File: src/tumsb_pkg.sv
// Shared constants for the translation unit sideband, interrupt, self-test and event link.
// Assumes both ends run on one clock and one synchronous reset.
`default_nettype none

package tumsb_pkg;
  // ****************************************
  // Widths and counts
  // ****************************************
  localparam int SID_W = 8;
  localparam int SSD_W = 8;
  localparam int BIST_DW = 52;
  localparam int ROW_AW_DEF = 6;
  localparam int BIST_RD_LAT = 3;
  localparam int DIV_TICK = 64;
  localparam int DIV_W = $clog2(DIV_TICK);
  localparam int CNT_W = 32;
  localparam int REG_AW = 8;
  localparam int REG_DW = 32;

  // ****************************************
  // Fault and event indices
  // ****************************************
  localparam int N_INT = 6;
  localparam int INT_CFG_S = 0;
  localparam int INT_CFG_NS = 1;
  localparam int INT_GLB_S = 2;
  localparam int INT_GLB_NS = 3;
  localparam int INT_PERF = 4;
  localparam int INT_CXT_NS = 5;
  localparam int N_EVT = 6;
  localparam int EV_CLK = 0;
  localparam int EV_DIV = 1;
  localparam int EV_WR_ACC = 2;
  localparam int EV_RD_ACC = 3;
  localparam int EV_WR_REF = 4;
  localparam int EV_RD_REF = 5;

  // ****************************************
  // Controller register map
  // ****************************************
  localparam logic [REG_AW-1:0] REG_CTRL = 8'h00;
  localparam logic [REG_AW-1:0] REG_TXN = 8'h04;
  localparam logic [REG_AW-1:0] REG_BOP = 8'h08;
  localparam logic [REG_AW-1:0] REG_WLO = 8'h0C;
  localparam logic [REG_AW-1:0] REG_WHI = 8'h10;
  localparam logic [REG_AW-1:0] REG_RLO = 8'h14;
  localparam logic [REG_AW-1:0] REG_RHI = 8'h18;
  localparam logic [REG_AW-1:0] REG_STAT = 8'h1C;
  localparam logic [REG_AW-1:0] REG_EVT_BASE = 8'h20;
  localparam int CTRL_BIST_REQ_BIT = 0;
  localparam int CTRL_SPNIDEN_BIT = 1;
  localparam int CTRL_TEST_BIT = 2;
  localparam logic [2:0] CTRL_RESET = 3'h0;
  localparam int TXN_WRITE_BIT = 0;
  localparam int TXN_NS_BIT = 1;
  localparam int TXN_SID_LSB = 8;
  localparam int TXN_SSD_LSB = 16;
  localparam int BOP_RD_BIT = 0;
  localparam int BOP_WR_BIT = 1;
  localparam int BOP_ADDR_LSB = 8;
  localparam int STAT_ACK_BIT = 0;
  localparam int STAT_READY_BIT = 1;
  localparam int STAT_INT_LSB = 8;
  localparam int STAT_CTTW_BIT = 16;

  typedef enum logic [1:0] {
    BIST_IDLE = 2'b00,
    BIST_WAIT = 2'b01,
    BIST_READY = 2'b10
  } tumsb_bist_t;
endpackage

`default_nettype wire

File: src/tumsb_if.sv
// Link between the translation unit end and the master, self-test and counter end.
// Assumes both parties share i_clock; no clocking block, the testbench joins the ends.
`timescale 1ns/1ns
`default_nettype none

interface tumsb_if
  import tumsb_pkg::*;
#(
  parameter int ROW_AW = ROW_AW_DEF
);
  logic arvalid;
  logic awvalid;
  logic rd_nonsecure_side;
  logic wr_nonsecure_side;
  logic [SSD_W-1:0] rd_ssd_index;
  logic [SSD_W-1:0] wr_ssd_index;
  logic [SID_W-1:0] rd_source_identity;
  logic [SID_W-1:0] wr_source_identity;
  logic bist_req;
  logic bist_ack;
  logic bist_rden;
  logic bist_wren;
  logic [ROW_AW-1:0] bist_addr;
  logic [BIST_DW-1:0] bist_wdata;
  logic [BIST_DW-1:0] bist_rdata;
  logic secure_config_fault_int;
  logic nonsecure_config_fault_int;
  logic secure_global_fault_int;
  logic nonsecure_global_fault_int;
  logic perf_int;
  logic nonsecure_context_fault_int;
  logic nonsecure_merged_int;
  logic secure_merged_int;
  logic sec_debug_en;
  logic coherent_walk;
  logic scan_test;
  logic ev_cycle;
  logic cycle_div_tick_event;
  logic ev_wr_access;
  logic ev_rd_access;
  logic ev_wr_refill;
  logic ev_rd_refill;

  modport dev_mp (
    input arvalid, awvalid, rd_nonsecure_side, wr_nonsecure_side,
    input rd_ssd_index, wr_ssd_index, rd_source_identity, wr_source_identity,
    input bist_req, bist_rden, bist_wren, bist_addr, bist_wdata,
    input sec_debug_en, coherent_walk, scan_test,
    output bist_ack, bist_rdata,
    output secure_config_fault_int, nonsecure_config_fault_int,
    output secure_global_fault_int, nonsecure_global_fault_int,
    output perf_int, nonsecure_context_fault_int, nonsecure_merged_int, secure_merged_int,
    output ev_cycle, cycle_div_tick_event, ev_wr_access, ev_rd_access,
    output ev_wr_refill, ev_rd_refill
  );

  modport host_mp (
    output arvalid, awvalid, rd_nonsecure_side, wr_nonsecure_side,
    output rd_ssd_index, wr_ssd_index, rd_source_identity, wr_source_identity,
    output bist_req, bist_rden, bist_wren, bist_addr, bist_wdata,
    output sec_debug_en, coherent_walk, scan_test,
    input bist_ack, bist_rdata,
    input secure_config_fault_int, nonsecure_config_fault_int,
    input secure_global_fault_int, nonsecure_global_fault_int,
    input perf_int, nonsecure_context_fault_int, nonsecure_merged_int, secure_merged_int,
    input ev_cycle, cycle_div_tick_event, ev_wr_access, ev_rd_access,
    input ev_wr_refill, ev_rd_refill
  );
endinterface

`default_nettype wire

File: src/tumsb_dev.sv
// Translation unit end: sideband capture, fault interrupts, cache self-test port, events.
// Assumes the far end drives every link input except the walk tie-off, which is a parameter, from flops on the same clock.
// Function
// Read security bit taken with read valid.
// Write security bit taken with write valid.
// Index sidebands 0-8 bits, only without security bits.
// Source identity sidebands taken with their valids.
// Secure and non-secure configuration fault interrupts.
// Secure and non-secure global fault interrupts.
// Performance and non-secure context interrupts.
// Secure and non-secure combined interrupts.
// Self-test port exists only with RAM storage.
// Self-test acknowledge before any operation.
// Row address width is log2 of depth.
// Self-test read data valid three clocks later.
// Secure events counted only with debug enable.
// Coherent walk tie-off fixed after reset.
// Scan tie-off selects functional or test mode.
// Event pulse on every clock; the code gives none while test mode is set.
// Event pulse every 64th clock; the code gives none in test mode, where the divider holds.
// Event pulses per write and read access; the code gives none in test mode.
// Event pulses per write and read refill; the code gives none in test mode.
// Each event is a one-cycle pulse.
// Interrupts are levels held until cleared.
`timescale 1ns/1ns
`default_nettype none

module tumsb_dev
  import tumsb_pkg::*;
#(
  parameter bit HAS_NS = 1'b1,
  parameter bit HAS_RAM = 1'b1,
  parameter int ROW_AW = ROW_AW_DEF,
  parameter logic [2**SSD_W-1:0] SSD_NS_TABLE = '1
) (
  // Clock and reset
  input wire logic i_clock,
  input wire logic i_rst,
  // Link
  tumsb_if.dev_mp link,
  // Fault sources and clears
  input wire logic [N_INT-1:0] i_fault_set,
  input wire logic [N_INT-1:0] i_fault_clr,
  // Cache refill strobes
  input wire logic i_rd_refill,
  input wire logic i_wr_refill,
  // Captured transaction attributes
  output logic o_rd_valid,
  output logic o_rd_ns,
  output logic [SID_W-1:0] o_rd_sid,
  output logic o_wr_valid,
  output logic o_wr_ns,
  output logic [SID_W-1:0] o_wr_sid,
  // Tie-off state
  output logic o_coherent_walk,
  output logic o_test_mode
);
  // ****************************************
  // Helpers
  // ****************************************
  // With the security bits present the index lines are ignored entirely.
  function automatic logic sec_ns(input logic ns_bit, input logic [SSD_W-1:0] idx);
    sec_ns = HAS_NS ? ns_bit : SSD_NS_TABLE[idx];
  endfunction

  function automatic logic may_count(input logic ns, input logic dbg);
    may_count = ns | dbg;
  endfunction

  // ****************************************
  // Sideband capture and events
  // ****************************************
  logic rd_v, next_rd_v, rd_ns, next_rd_ns, wr_v, next_wr_v, wr_ns, next_wr_ns;
  logic [SID_W-1:0] rd_sid, next_rd_sid, wr_sid, next_wr_sid;
  logic [N_EVT-1:0] evt, next_evt;
  logic [DIV_W-1:0] div_cnt, next_div_cnt;
  logic cttw, next_cttw, cttw_done, next_cttw_done, test_q, next_test_q;
  logic ar_ns, aw_ns;

  always_comb begin
    ar_ns = sec_ns(link.rd_nonsecure_side, link.rd_ssd_index);
    aw_ns = sec_ns(link.wr_nonsecure_side, link.wr_ssd_index);
    next_rd_v = link.arvalid;
    next_rd_ns = rd_ns;
    next_rd_sid = rd_sid;
    if (link.arvalid) begin
      next_rd_ns = ar_ns;
      next_rd_sid = link.rd_source_identity;
    end
    next_wr_v = link.awvalid;
    next_wr_ns = wr_ns;
    next_wr_sid = wr_sid;
    if (link.awvalid) begin
      next_wr_ns = aw_ns;
      next_wr_sid = link.wr_source_identity;
    end
    // Test mode freezes the divider so scan patterns see a stable state.
    next_div_cnt = test_q ? div_cnt : div_cnt + 1'b1;
    next_evt = '0;
    if (!test_q) begin
      next_evt[EV_CLK] = 1'b1;
      next_evt[EV_DIV] = (div_cnt == DIV_W'(DIV_TICK - 1));
      next_evt[EV_RD_ACC] = link.arvalid && may_count(ar_ns, link.sec_debug_en);
      next_evt[EV_WR_ACC] = link.awvalid && may_count(aw_ns, link.sec_debug_en);
      next_evt[EV_RD_REF] = i_rd_refill && may_count(rd_ns, link.sec_debug_en);
      next_evt[EV_WR_REF] = i_wr_refill && may_count(wr_ns, link.sec_debug_en);
    end
    // The walk tie-off is caught once after reset; later changes are not followed.
    next_cttw = cttw_done ? cttw : link.coherent_walk;
    next_cttw_done = 1'b1;
    next_test_q = link.scan_test;
  end

  always_ff @(posedge i_clock) begin
    if (i_rst) begin
      rd_v <= 1'b0;
      rd_ns <= 1'b0;
      rd_sid <= '0;
      wr_v <= 1'b0;
      wr_ns <= 1'b0;
      wr_sid <= '0;
      evt <= '0;
      div_cnt <= '0;
      cttw <= 1'b0;
      cttw_done <= 1'b0;
      test_q <= 1'b0;
    end else begin
      rd_v <= next_rd_v;
      rd_ns <= next_rd_ns;
      rd_sid <= next_rd_sid;
      wr_v <= next_wr_v;
      wr_ns <= next_wr_ns;
      wr_sid <= next_wr_sid;
      evt <= next_evt;
      div_cnt <= next_div_cnt;
      cttw <= next_cttw;
      cttw_done <= next_cttw_done;
      test_q <= next_test_q;
    end
  end

  assign o_rd_valid = rd_v;
  assign o_rd_ns = rd_ns;
  assign o_rd_sid = rd_sid;
  assign o_wr_valid = wr_v;
  assign o_wr_ns = wr_ns;
  assign o_wr_sid = wr_sid;
  assign o_coherent_walk = cttw;
  assign o_test_mode = test_q;
  // Every event is a registered single-cycle strobe.
  assign link.ev_cycle = evt[EV_CLK];
  assign link.cycle_div_tick_event = evt[EV_DIV];
  assign link.ev_wr_access = evt[EV_WR_ACC];
  assign link.ev_rd_access = evt[EV_RD_ACC];
  assign link.ev_wr_refill = evt[EV_WR_REF];
  assign link.ev_rd_refill = evt[EV_RD_REF];

  // ****************************************
  // Fault interrupts
  // ****************************************
  logic [N_INT-1:0] flt, next_flt;

  always_comb begin
    // A new fault in the clearing cycle survives the clear.
    next_flt = (flt & ~i_fault_clr) | i_fault_set;
  end

  always_ff @(posedge i_clock) begin
    if (i_rst) begin
      flt <= '0;
    end else begin
      flt <= next_flt;
    end
  end

  assign link.secure_config_fault_int = flt[INT_CFG_S];
  assign link.nonsecure_config_fault_int = flt[INT_CFG_NS];
  assign link.secure_global_fault_int = flt[INT_GLB_S];
  assign link.nonsecure_global_fault_int = flt[INT_GLB_NS];
  assign link.perf_int = flt[INT_PERF];
  assign link.nonsecure_context_fault_int = flt[INT_CXT_NS];
  assign link.secure_merged_int = flt[INT_CFG_S] | flt[INT_GLB_S];
  assign link.nonsecure_merged_int = flt[INT_CFG_NS] | flt[INT_GLB_NS]
    | flt[INT_CXT_NS] | flt[INT_PERF];

  // ****************************************
  // Cache self-test port
  // ****************************************
  generate
    if (HAS_RAM) begin : g_bist
      localparam int DEPTH = 2**ROW_AW;
      logic [BIST_DW-1:0] mem [DEPTH];
      logic ack, next_ack;
      logic [ROW_AW-1:0] raddr, next_raddr;
      logic [BIST_DW-1:0] rd_stage, next_rd_stage, rd_out, next_rd_out;
      logic mem_we;

      always_comb begin
        next_ack = link.bist_req;
        // Operations before the acknowledge are ignored.
        mem_we = ack && link.bist_wren;
        next_raddr = (ack && link.bist_rden) ? link.bist_addr : raddr;
        // Address, array and output stages give data in the third cycle.
        next_rd_stage = mem[raddr];
        next_rd_out = rd_stage;
      end

      always_ff @(posedge i_clock) begin
        if (i_rst) begin
          ack <= 1'b0;
          raddr <= '0;
          rd_stage <= '0;
          rd_out <= '0;
        end else begin
          ack <= next_ack;
          raddr <= next_raddr;
          rd_stage <= next_rd_stage;
          rd_out <= next_rd_out;
        end
      end

      // Storage is left out of reset on purpose; only written rows are meaningful.
      always_ff @(posedge i_clock) begin
        if (mem_we) begin
          mem[link.bist_addr] <= link.bist_wdata;
        end
      end

      assign link.bist_ack = ack;
      assign link.bist_rdata = rd_out;
    end else begin : g_no_bist
      assign link.bist_ack = 1'b0;
      assign link.bist_rdata = '0;
    end
  endgenerate
endmodule

`default_nettype wire

File: src/flat_wrapper.sv
// flat-port wrapper written by rule: the top's interface ports become plain ports
module tumsb_dev_flat import tumsb_pkg::*;
#(
  parameter bit HAS_NS = 1'b1,
  parameter bit HAS_RAM = 1'b1,
  parameter int ROW_AW = ROW_AW_DEF,
  parameter logic [2**SSD_W-1:0] SSD_NS_TABLE = '1
)
  (i_clock, i_rst, i_fault_set, i_fault_clr, i_rd_refill, i_wr_refill, o_rd_valid, o_rd_ns, o_rd_sid, o_wr_valid, o_wr_ns, o_wr_sid, o_coherent_walk, o_test_mode, link_arvalid, link_awvalid, link_rd_nonsecure_side, link_wr_nonsecure_side, link_rd_ssd_index, link_wr_ssd_index, link_rd_source_identity, link_wr_source_identity, link_bist_req, link_bist_rden, link_bist_wren, link_bist_addr, link_bist_wdata, link_sec_debug_en, link_coherent_walk, link_scan_test, link_bist_ack, link_bist_rdata, link_secure_config_fault_int, link_nonsecure_config_fault_int, link_secure_global_fault_int, link_nonsecure_global_fault_int, link_perf_int, link_nonsecure_context_fault_int, link_nonsecure_merged_int, link_secure_merged_int, link_ev_cycle, link_cycle_div_tick_event, link_ev_wr_access, link_ev_rd_access, link_ev_wr_refill, link_ev_rd_refill);
  tumsb_if #(.ROW_AW(ROW_AW)) link_i ();
  input wire logic i_clock;
  input wire logic i_rst;
  input wire logic [N_INT-1:0] i_fault_set;
  input wire logic [N_INT-1:0] i_fault_clr;
  input wire logic i_rd_refill;
  input wire logic i_wr_refill;
  output logic o_rd_valid;
  output logic o_rd_ns;
  output logic [SID_W-1:0] o_rd_sid;
  output logic o_wr_valid;
  output logic o_wr_ns;
  output logic [SID_W-1:0] o_wr_sid;
  output logic o_coherent_walk;
  output logic o_test_mode;
  input wire logic [$bits(link_i.arvalid)-1:0] link_arvalid;
  input wire logic [$bits(link_i.awvalid)-1:0] link_awvalid;
  input wire logic [$bits(link_i.rd_nonsecure_side)-1:0] link_rd_nonsecure_side;
  input wire logic [$bits(link_i.wr_nonsecure_side)-1:0] link_wr_nonsecure_side;
  input wire logic [$bits(link_i.rd_ssd_index)-1:0] link_rd_ssd_index;
  input wire logic [$bits(link_i.wr_ssd_index)-1:0] link_wr_ssd_index;
  input wire logic [$bits(link_i.rd_source_identity)-1:0] link_rd_source_identity;
  input wire logic [$bits(link_i.wr_source_identity)-1:0] link_wr_source_identity;
  input wire logic [$bits(link_i.bist_req)-1:0] link_bist_req;
  input wire logic [$bits(link_i.bist_rden)-1:0] link_bist_rden;
  input wire logic [$bits(link_i.bist_wren)-1:0] link_bist_wren;
  input wire logic [$bits(link_i.bist_addr)-1:0] link_bist_addr;
  input wire logic [$bits(link_i.bist_wdata)-1:0] link_bist_wdata;
  input wire logic [$bits(link_i.sec_debug_en)-1:0] link_sec_debug_en;
  input wire logic [$bits(link_i.coherent_walk)-1:0] link_coherent_walk;
  input wire logic [$bits(link_i.scan_test)-1:0] link_scan_test;
  output wire logic [$bits(link_i.bist_ack)-1:0] link_bist_ack;
  output wire logic [$bits(link_i.bist_rdata)-1:0] link_bist_rdata;
  output wire logic [$bits(link_i.secure_config_fault_int)-1:0] link_secure_config_fault_int;
  output wire logic [$bits(link_i.nonsecure_config_fault_int)-1:0] link_nonsecure_config_fault_int;
  output wire logic [$bits(link_i.secure_global_fault_int)-1:0] link_secure_global_fault_int;
  output wire logic [$bits(link_i.nonsecure_global_fault_int)-1:0] link_nonsecure_global_fault_int;
  output wire logic [$bits(link_i.perf_int)-1:0] link_perf_int;
  output wire logic [$bits(link_i.nonsecure_context_fault_int)-1:0] link_nonsecure_context_fault_int;
  output wire logic [$bits(link_i.nonsecure_merged_int)-1:0] link_nonsecure_merged_int;
  output wire logic [$bits(link_i.secure_merged_int)-1:0] link_secure_merged_int;
  output wire logic [$bits(link_i.ev_cycle)-1:0] link_ev_cycle;
  output wire logic [$bits(link_i.cycle_div_tick_event)-1:0] link_cycle_div_tick_event;
  output wire logic [$bits(link_i.ev_wr_access)-1:0] link_ev_wr_access;
  output wire logic [$bits(link_i.ev_rd_access)-1:0] link_ev_rd_access;
  output wire logic [$bits(link_i.ev_wr_refill)-1:0] link_ev_wr_refill;
  output wire logic [$bits(link_i.ev_rd_refill)-1:0] link_ev_rd_refill;
  assign link_i.arvalid = link_arvalid;
  assign link_i.awvalid = link_awvalid;
  assign link_i.rd_nonsecure_side = link_rd_nonsecure_side;
  assign link_i.wr_nonsecure_side = link_wr_nonsecure_side;
  assign link_i.rd_ssd_index = link_rd_ssd_index;
  assign link_i.wr_ssd_index = link_wr_ssd_index;
  assign link_i.rd_source_identity = link_rd_source_identity;
  assign link_i.wr_source_identity = link_wr_source_identity;
  assign link_i.bist_req = link_bist_req;
  assign link_i.bist_rden = link_bist_rden;
  assign link_i.bist_wren = link_bist_wren;
  assign link_i.bist_addr = link_bist_addr;
  assign link_i.bist_wdata = link_bist_wdata;
  assign link_i.sec_debug_en = link_sec_debug_en;
  assign link_i.coherent_walk = link_coherent_walk;
  assign link_i.scan_test = link_scan_test;
  assign link_bist_ack = link_i.bist_ack;
  assign link_bist_rdata = link_i.bist_rdata;
  assign link_secure_config_fault_int = link_i.secure_config_fault_int;
  assign link_nonsecure_config_fault_int = link_i.nonsecure_config_fault_int;
  assign link_secure_global_fault_int = link_i.secure_global_fault_int;
  assign link_nonsecure_global_fault_int = link_i.nonsecure_global_fault_int;
  assign link_perf_int = link_i.perf_int;
  assign link_nonsecure_context_fault_int = link_i.nonsecure_context_fault_int;
  assign link_nonsecure_merged_int = link_i.nonsecure_merged_int;
  assign link_secure_merged_int = link_i.secure_merged_int;
  assign link_ev_cycle = link_i.ev_cycle;
  assign link_cycle_div_tick_event = link_i.cycle_div_tick_event;
  assign link_ev_wr_access = link_i.ev_wr_access;
  assign link_ev_rd_access = link_i.ev_rd_access;
  assign link_ev_wr_refill = link_i.ev_wr_refill;
  assign link_ev_rd_refill = link_i.ev_rd_refill;
  tumsb_dev #(.HAS_NS(HAS_NS), .HAS_RAM(HAS_RAM), .ROW_AW(ROW_AW), .SSD_NS_TABLE(SSD_NS_TABLE)) u_core (.i_clock(i_clock), .i_rst(i_rst), .link(link_i), .i_fault_set(i_fault_set), .i_fault_clr(i_fault_clr), .i_rd_refill(i_rd_refill), .i_wr_refill(i_wr_refill), .o_rd_valid(o_rd_valid), .o_rd_ns(o_rd_ns), .o_rd_sid(o_rd_sid), .o_wr_valid(o_wr_valid), .o_wr_ns(o_wr_ns), .o_wr_sid(o_wr_sid), .o_coherent_walk(o_coherent_walk), .o_test_mode(o_test_mode));
endmodule
File: config.mk
export PLATFORM = sky130hd
export DESIGN_NAME = tumsb_dev_flat
export DESIGN_NICKNAME = d
export VERILOG_FILES = /design/src/tumsb_pkg.sv /design/src/tumsb_if.sv /design/src/tumsb_dev.sv /design/src/flat_wrapper.sv
export SDC_FILE = /design/constraint.sdc
export NUM_CORES = 2
export LEC_CHECK = 0
export BUFFER_PORTS_ARGS = -buffer_cell sky130_fd_sc_hd__buf_4
export CAP_MARGIN = 25
export CORE_AREA = 2 2 493 495
export DETAILED_ROUTE_END_ITERATION = 12
export DIE_AREA = 0 0 495 497
export PLACE_DENSITY = 0.82
export SETUP_SLACK_MARGIN = 0.02
export SLEW_MARGIN = 20
export SYNTH_ARGS = -nofsm -noshare
export SYNTH_HDL_FRONTEND = slang
export SYNTH_SLANG_ARGS = --single-unit
export TNS_END_PERCENT = 20
File: constraint.sdc
create_clock -name i_clock -period 3.8 [get_ports i_clock]
set_input_delay 0.19 -clock i_clock [delete_from_list [all_inputs] [get_ports i_clock]]
set_output_delay 0.19 -clock i_clock [all_outputs]
set_load 0.005 [all_outputs]
==> metrics.md <==
| Metric | Value |
|---|---|
| Status | `finished clean` |
| Overall power | `0.0788 W` |
| Worst r2r src | `u_core.g_bist.raddr[4]$_SDFFE_PP0P_` |
| Gpl congestion | `0.824` |
| Crit path kind | `register to register` |
| Reg2reg end | `u_core.g_bist.next_rd_out[37]$_SDFF_PP0_` |
| Async SR Flop Fraction | `0` |
| Post-Syn Area | `0.132 mm^2` |
| Initial drt markers | `12547` |
| Final Hold Vio Count | `0` |
| Largest net degree at the start of global routing | `84` |
| Top layer in use | `met5` |
| Synth Instances | `5692` |
| Buffer count from post-CTS setup fixing | `0` |
| Min-delay worst type | `primary input to register` |
| Synth Flop Type | `edfxtp_1` |
| Average size of a mapped cell | `23.1 um^2` |
| Final worst-path setup slack | `0.373 ns` |
| Post-synthesis cell type with the largest combined area | `edfxtp_1` |
| Final max-slew violation count | `0` |
| Seq/Total Area, Yosys | `0.783` |
| Critical path origin | `u_core.g_bist.raddr[4]$_SDFFE_PP0P_` |
| Total iterations of the first detailed-routing run | `8` |
| CTS tree | `yes` |
| Share of cells above drive strength 1 | `0.294` |
| Post-DP HPWL | `191000 um` |
| Worst-Margin Slew | `1.09 ns` |
| Setup slack at placement | `0.658 ns` |
| Worst Setup End Kind | `register` |
| Final net count | `6460` |
| Initial Util | `0.548` |
| Final WL | `405000 um` |
| I/O Buffers | `188` |
| Die W | `495 um` |
| Min Clock Period, post-route | `3.43 ns` |
| Vias | `71655` |
| Area fraction of the dominant cell type after synthesis | `0.760` |
| Clock buffer depth | `4` |
| Die Span Y | `497 um` |
| Htree depth | `5` |
| F_max | `292 MHz` |
| Cell area after layout | `0.151 mm^2` |
| Clock sink count | `3480` |
| Clock-pin transition on the worst setup and hold timing paths | `0.06 ns` |
| Post-synthesis mux area share | `0.170` |
| Cell Pwr Density | `520 mW/mm^2` |
| Critical Path RT | `4.65 ns` |
| Synthesis Warnings | `0` |
| IO Pins | `205` |
| Post-Synth Adder-Cell Area | `0.0000951` |
| Max_cap viols | `0` |
| CP Launch Type | `register` |
| Inserted Clock Buffers | `340` |
| Worst R2R Path Depth | `5` |
| GRT Total Usage | `0.328` |
| Syn_nets | `5809` |
| Largest family of logic cells by synthesized area | `multiplexers` |
| Vias in the first global route | `72423` |
| Main area contributors after synthesis | `edfxtp_1, mux4_2, dfxtp_1` |
| Simple-Gate Fraction of Synth Area | `0.0149` |
| Fin util | `0.631` |
| Clock Tree Root | `clkbuf_16` |
| Synth Area in Compound Gates | `0.0178` |
| Unrepaired setup endpoints after global routing | `false` |
| Global-route wire length before repair | `560000 um` |
| Worst Clk Skew | `0.0604 ns` |
| Worst setup endpoint | `u_core.g_bist.next_rd_out[37]$_SDFF_PP0_` |
| Leakage | `46.3 nW` |
| Slew Limit Headroom | `0.273` |
| Gr ovfl total | `0` |
| Maximum fanout along the worst path | `34` |
| Antenna violations before repair | `36` |
| Xor and xnor area share after synthesis | `0.000266` |
| Vias/cell | `7.30` |
| Yosys reg bits | `3480` |
| Post-DP Area | `0.139 mm^2` |
| Fin crit share | `0.902` |
| Crit path DAT | `4.28 ns` |
| Worst vdd ir | `0.472 mV` |
| Detail Route Antenna Nets | `0` |
| Core Box Area | `0.240 mm^2` |
| Met2 wire length | `191000 um` |
| Rows | `180` |
| Post-synth EDFFs | `3328` |
| Clk Latency, worst-skew pair | `0.98 ns` |
| Wirelength per Cell | `41.3 um` |
| WL met1 | `121000 um` |
| Synth cell types | `63` |
| # DRC | `0` |
| DR WL met3 | `59400 um` |
| Die area | `0.246 mm^2` |
| P&R area growth vs syn | `15.2%` |
| Reg-to-reg setup timing slack | `0.37 ns` |
| # setup viols final | `0` |
| TNS Setup | `0 ns` |
==> registers in the layout (all words and copies together), names as in the netlist <==
name and count:
u_core.g_bist.mem 3328, u_core.g_bist.next_rd_out 52, u_core.link.bist_rdata 52, u_core.o_rd_sid 8
u_core.o_wr_sid 8, u_core.div_cnt 6, u_core.evt 6, u_core.flt 6
u_core.g_bist.raddr 6, u_core.cttw_done 1, u_core.link.bist_ack 1, u_core.o_coherent_walk 1
u_core.o_rd_ns 1, u_core.o_rd_valid 1, u_core.o_test_mode 1, u_core.o_wr_ns 1
u_core.o_wr_valid 1
==> kinds of logic (layout without fill, tap and decap cells) <==
group	after synthesis	count (layout)
AO/OA/AOI/OAI	337	337
other	0	34
adder cells (fa/ha/maj)	1	1
buffers and inverters	320	1225
flip-flops	3480	3480
XOR/XNOR	4	4
AND/OR/NAND/NOR	402	402
multiplexers	1148	1148
==> stage by stage <==
step | cells | hold WS [ns]
2_1_floorplan | 5692 | 0.289
3_3_place_gp | 9037 | 0.407
3_5_place_dp | 9037 | 0.403
4_1_cts | 9781 | 0.0129
5_1_grt | 9794 | 0.111
6_report | 9816 | 0.0927
==> layout by cell type (no fill, tap or decap), types with 61 or more instances in the layout <==
cell type and n:
clkbuf_1 82, nor2_4 64, nand2_1 77, dlygate4sd3_1 148
a22oi_1 101, buf_12 107, nor2_1 61, buf_4 364
mux4_2 861, clkbuf_16 350, dfxtp_1 146, mux2i_1 237
nor2b_1 89, a21oi_1 72, edfxtp_1 3328
==> cell usage after synthesis, types with 32 or more instances <==
cell and count:
a21oi_1 72, a22oi_1 101, buf_2 101, buf_4 74, buf_6 32, clkbuf_1 80, dfxtp_1 152, edfxtp_1 3328
mux2_2 50, mux2i_1 237, mux4_2 861, nand2_1 78, nand3_1 39, nor2_1 130, nor2b_1 93
==> worst max-delay path, stage by stage, from the launching register on <==
cell     delay (ns)
dfxtp_4        0.93
inv_2          0.43
buf_12         0.34
nand2_1        0.79
o22ai_1        0.42
a31o_1         0.32
==> per-layer routing <==
metal,GRT usage,vias up
met5,0,-
met4,0.218,32
met3,0.102,1932
met2,0.512,7891
met1,0.395,36332
li1,-,25468
==> cell type report <==
cell class,count,area (um^2)
Clock inverter,145,1470
Timing Repair Buffer,620,6370
Sequential cell,3480,103000
Clock buffer,451,9330
Antenna cell,34,85.1
Tap cell,3185,3990
Fill cell,14334,88600
Inverter,9,33.8
Multi-Input combinational cell,1892,27200
==> timing repair <==
action                     in CTS  in global routing
hold endpoints to repair     3413                  0
hold buffers                  148                  0
gates resized for setup         0                  0
setup endpoints to repair       0                  0
==> power by group <==
group          switching (W)  internal, W
registers           0.000149       0.0421
clock network         0.0147       0.0190
logic                0.00174      0.00107
==> worst min path at each step <==
stage	depth (start not counted)	from	end	slack [ns]
finish	5	i_fault_clr[1]	u_core.flt[1]$_SDFF_PP0_	0.09
global route	5	i_fault_clr[1]	u_core.flt[1]$_SDFF_PP0_	0.11
CTS	5	i_fault_clr[5]	u_core.flt[5]$_SDFF_PP0_	0.01
detailed placement	3	i_fault_set[5]	u_core.flt[5]$_SDFF_PP0_	0.40
global placement	2	link_scan_test	u_core.o_test_mode$_SDFF_PP0_	0.41
floorplan	0	link_bist_wdata[0]	u_core.g_bist.mem[0][0]$_DFFE_PP_	0.29
Note: power is estimated with default switching activity, not from simulation.
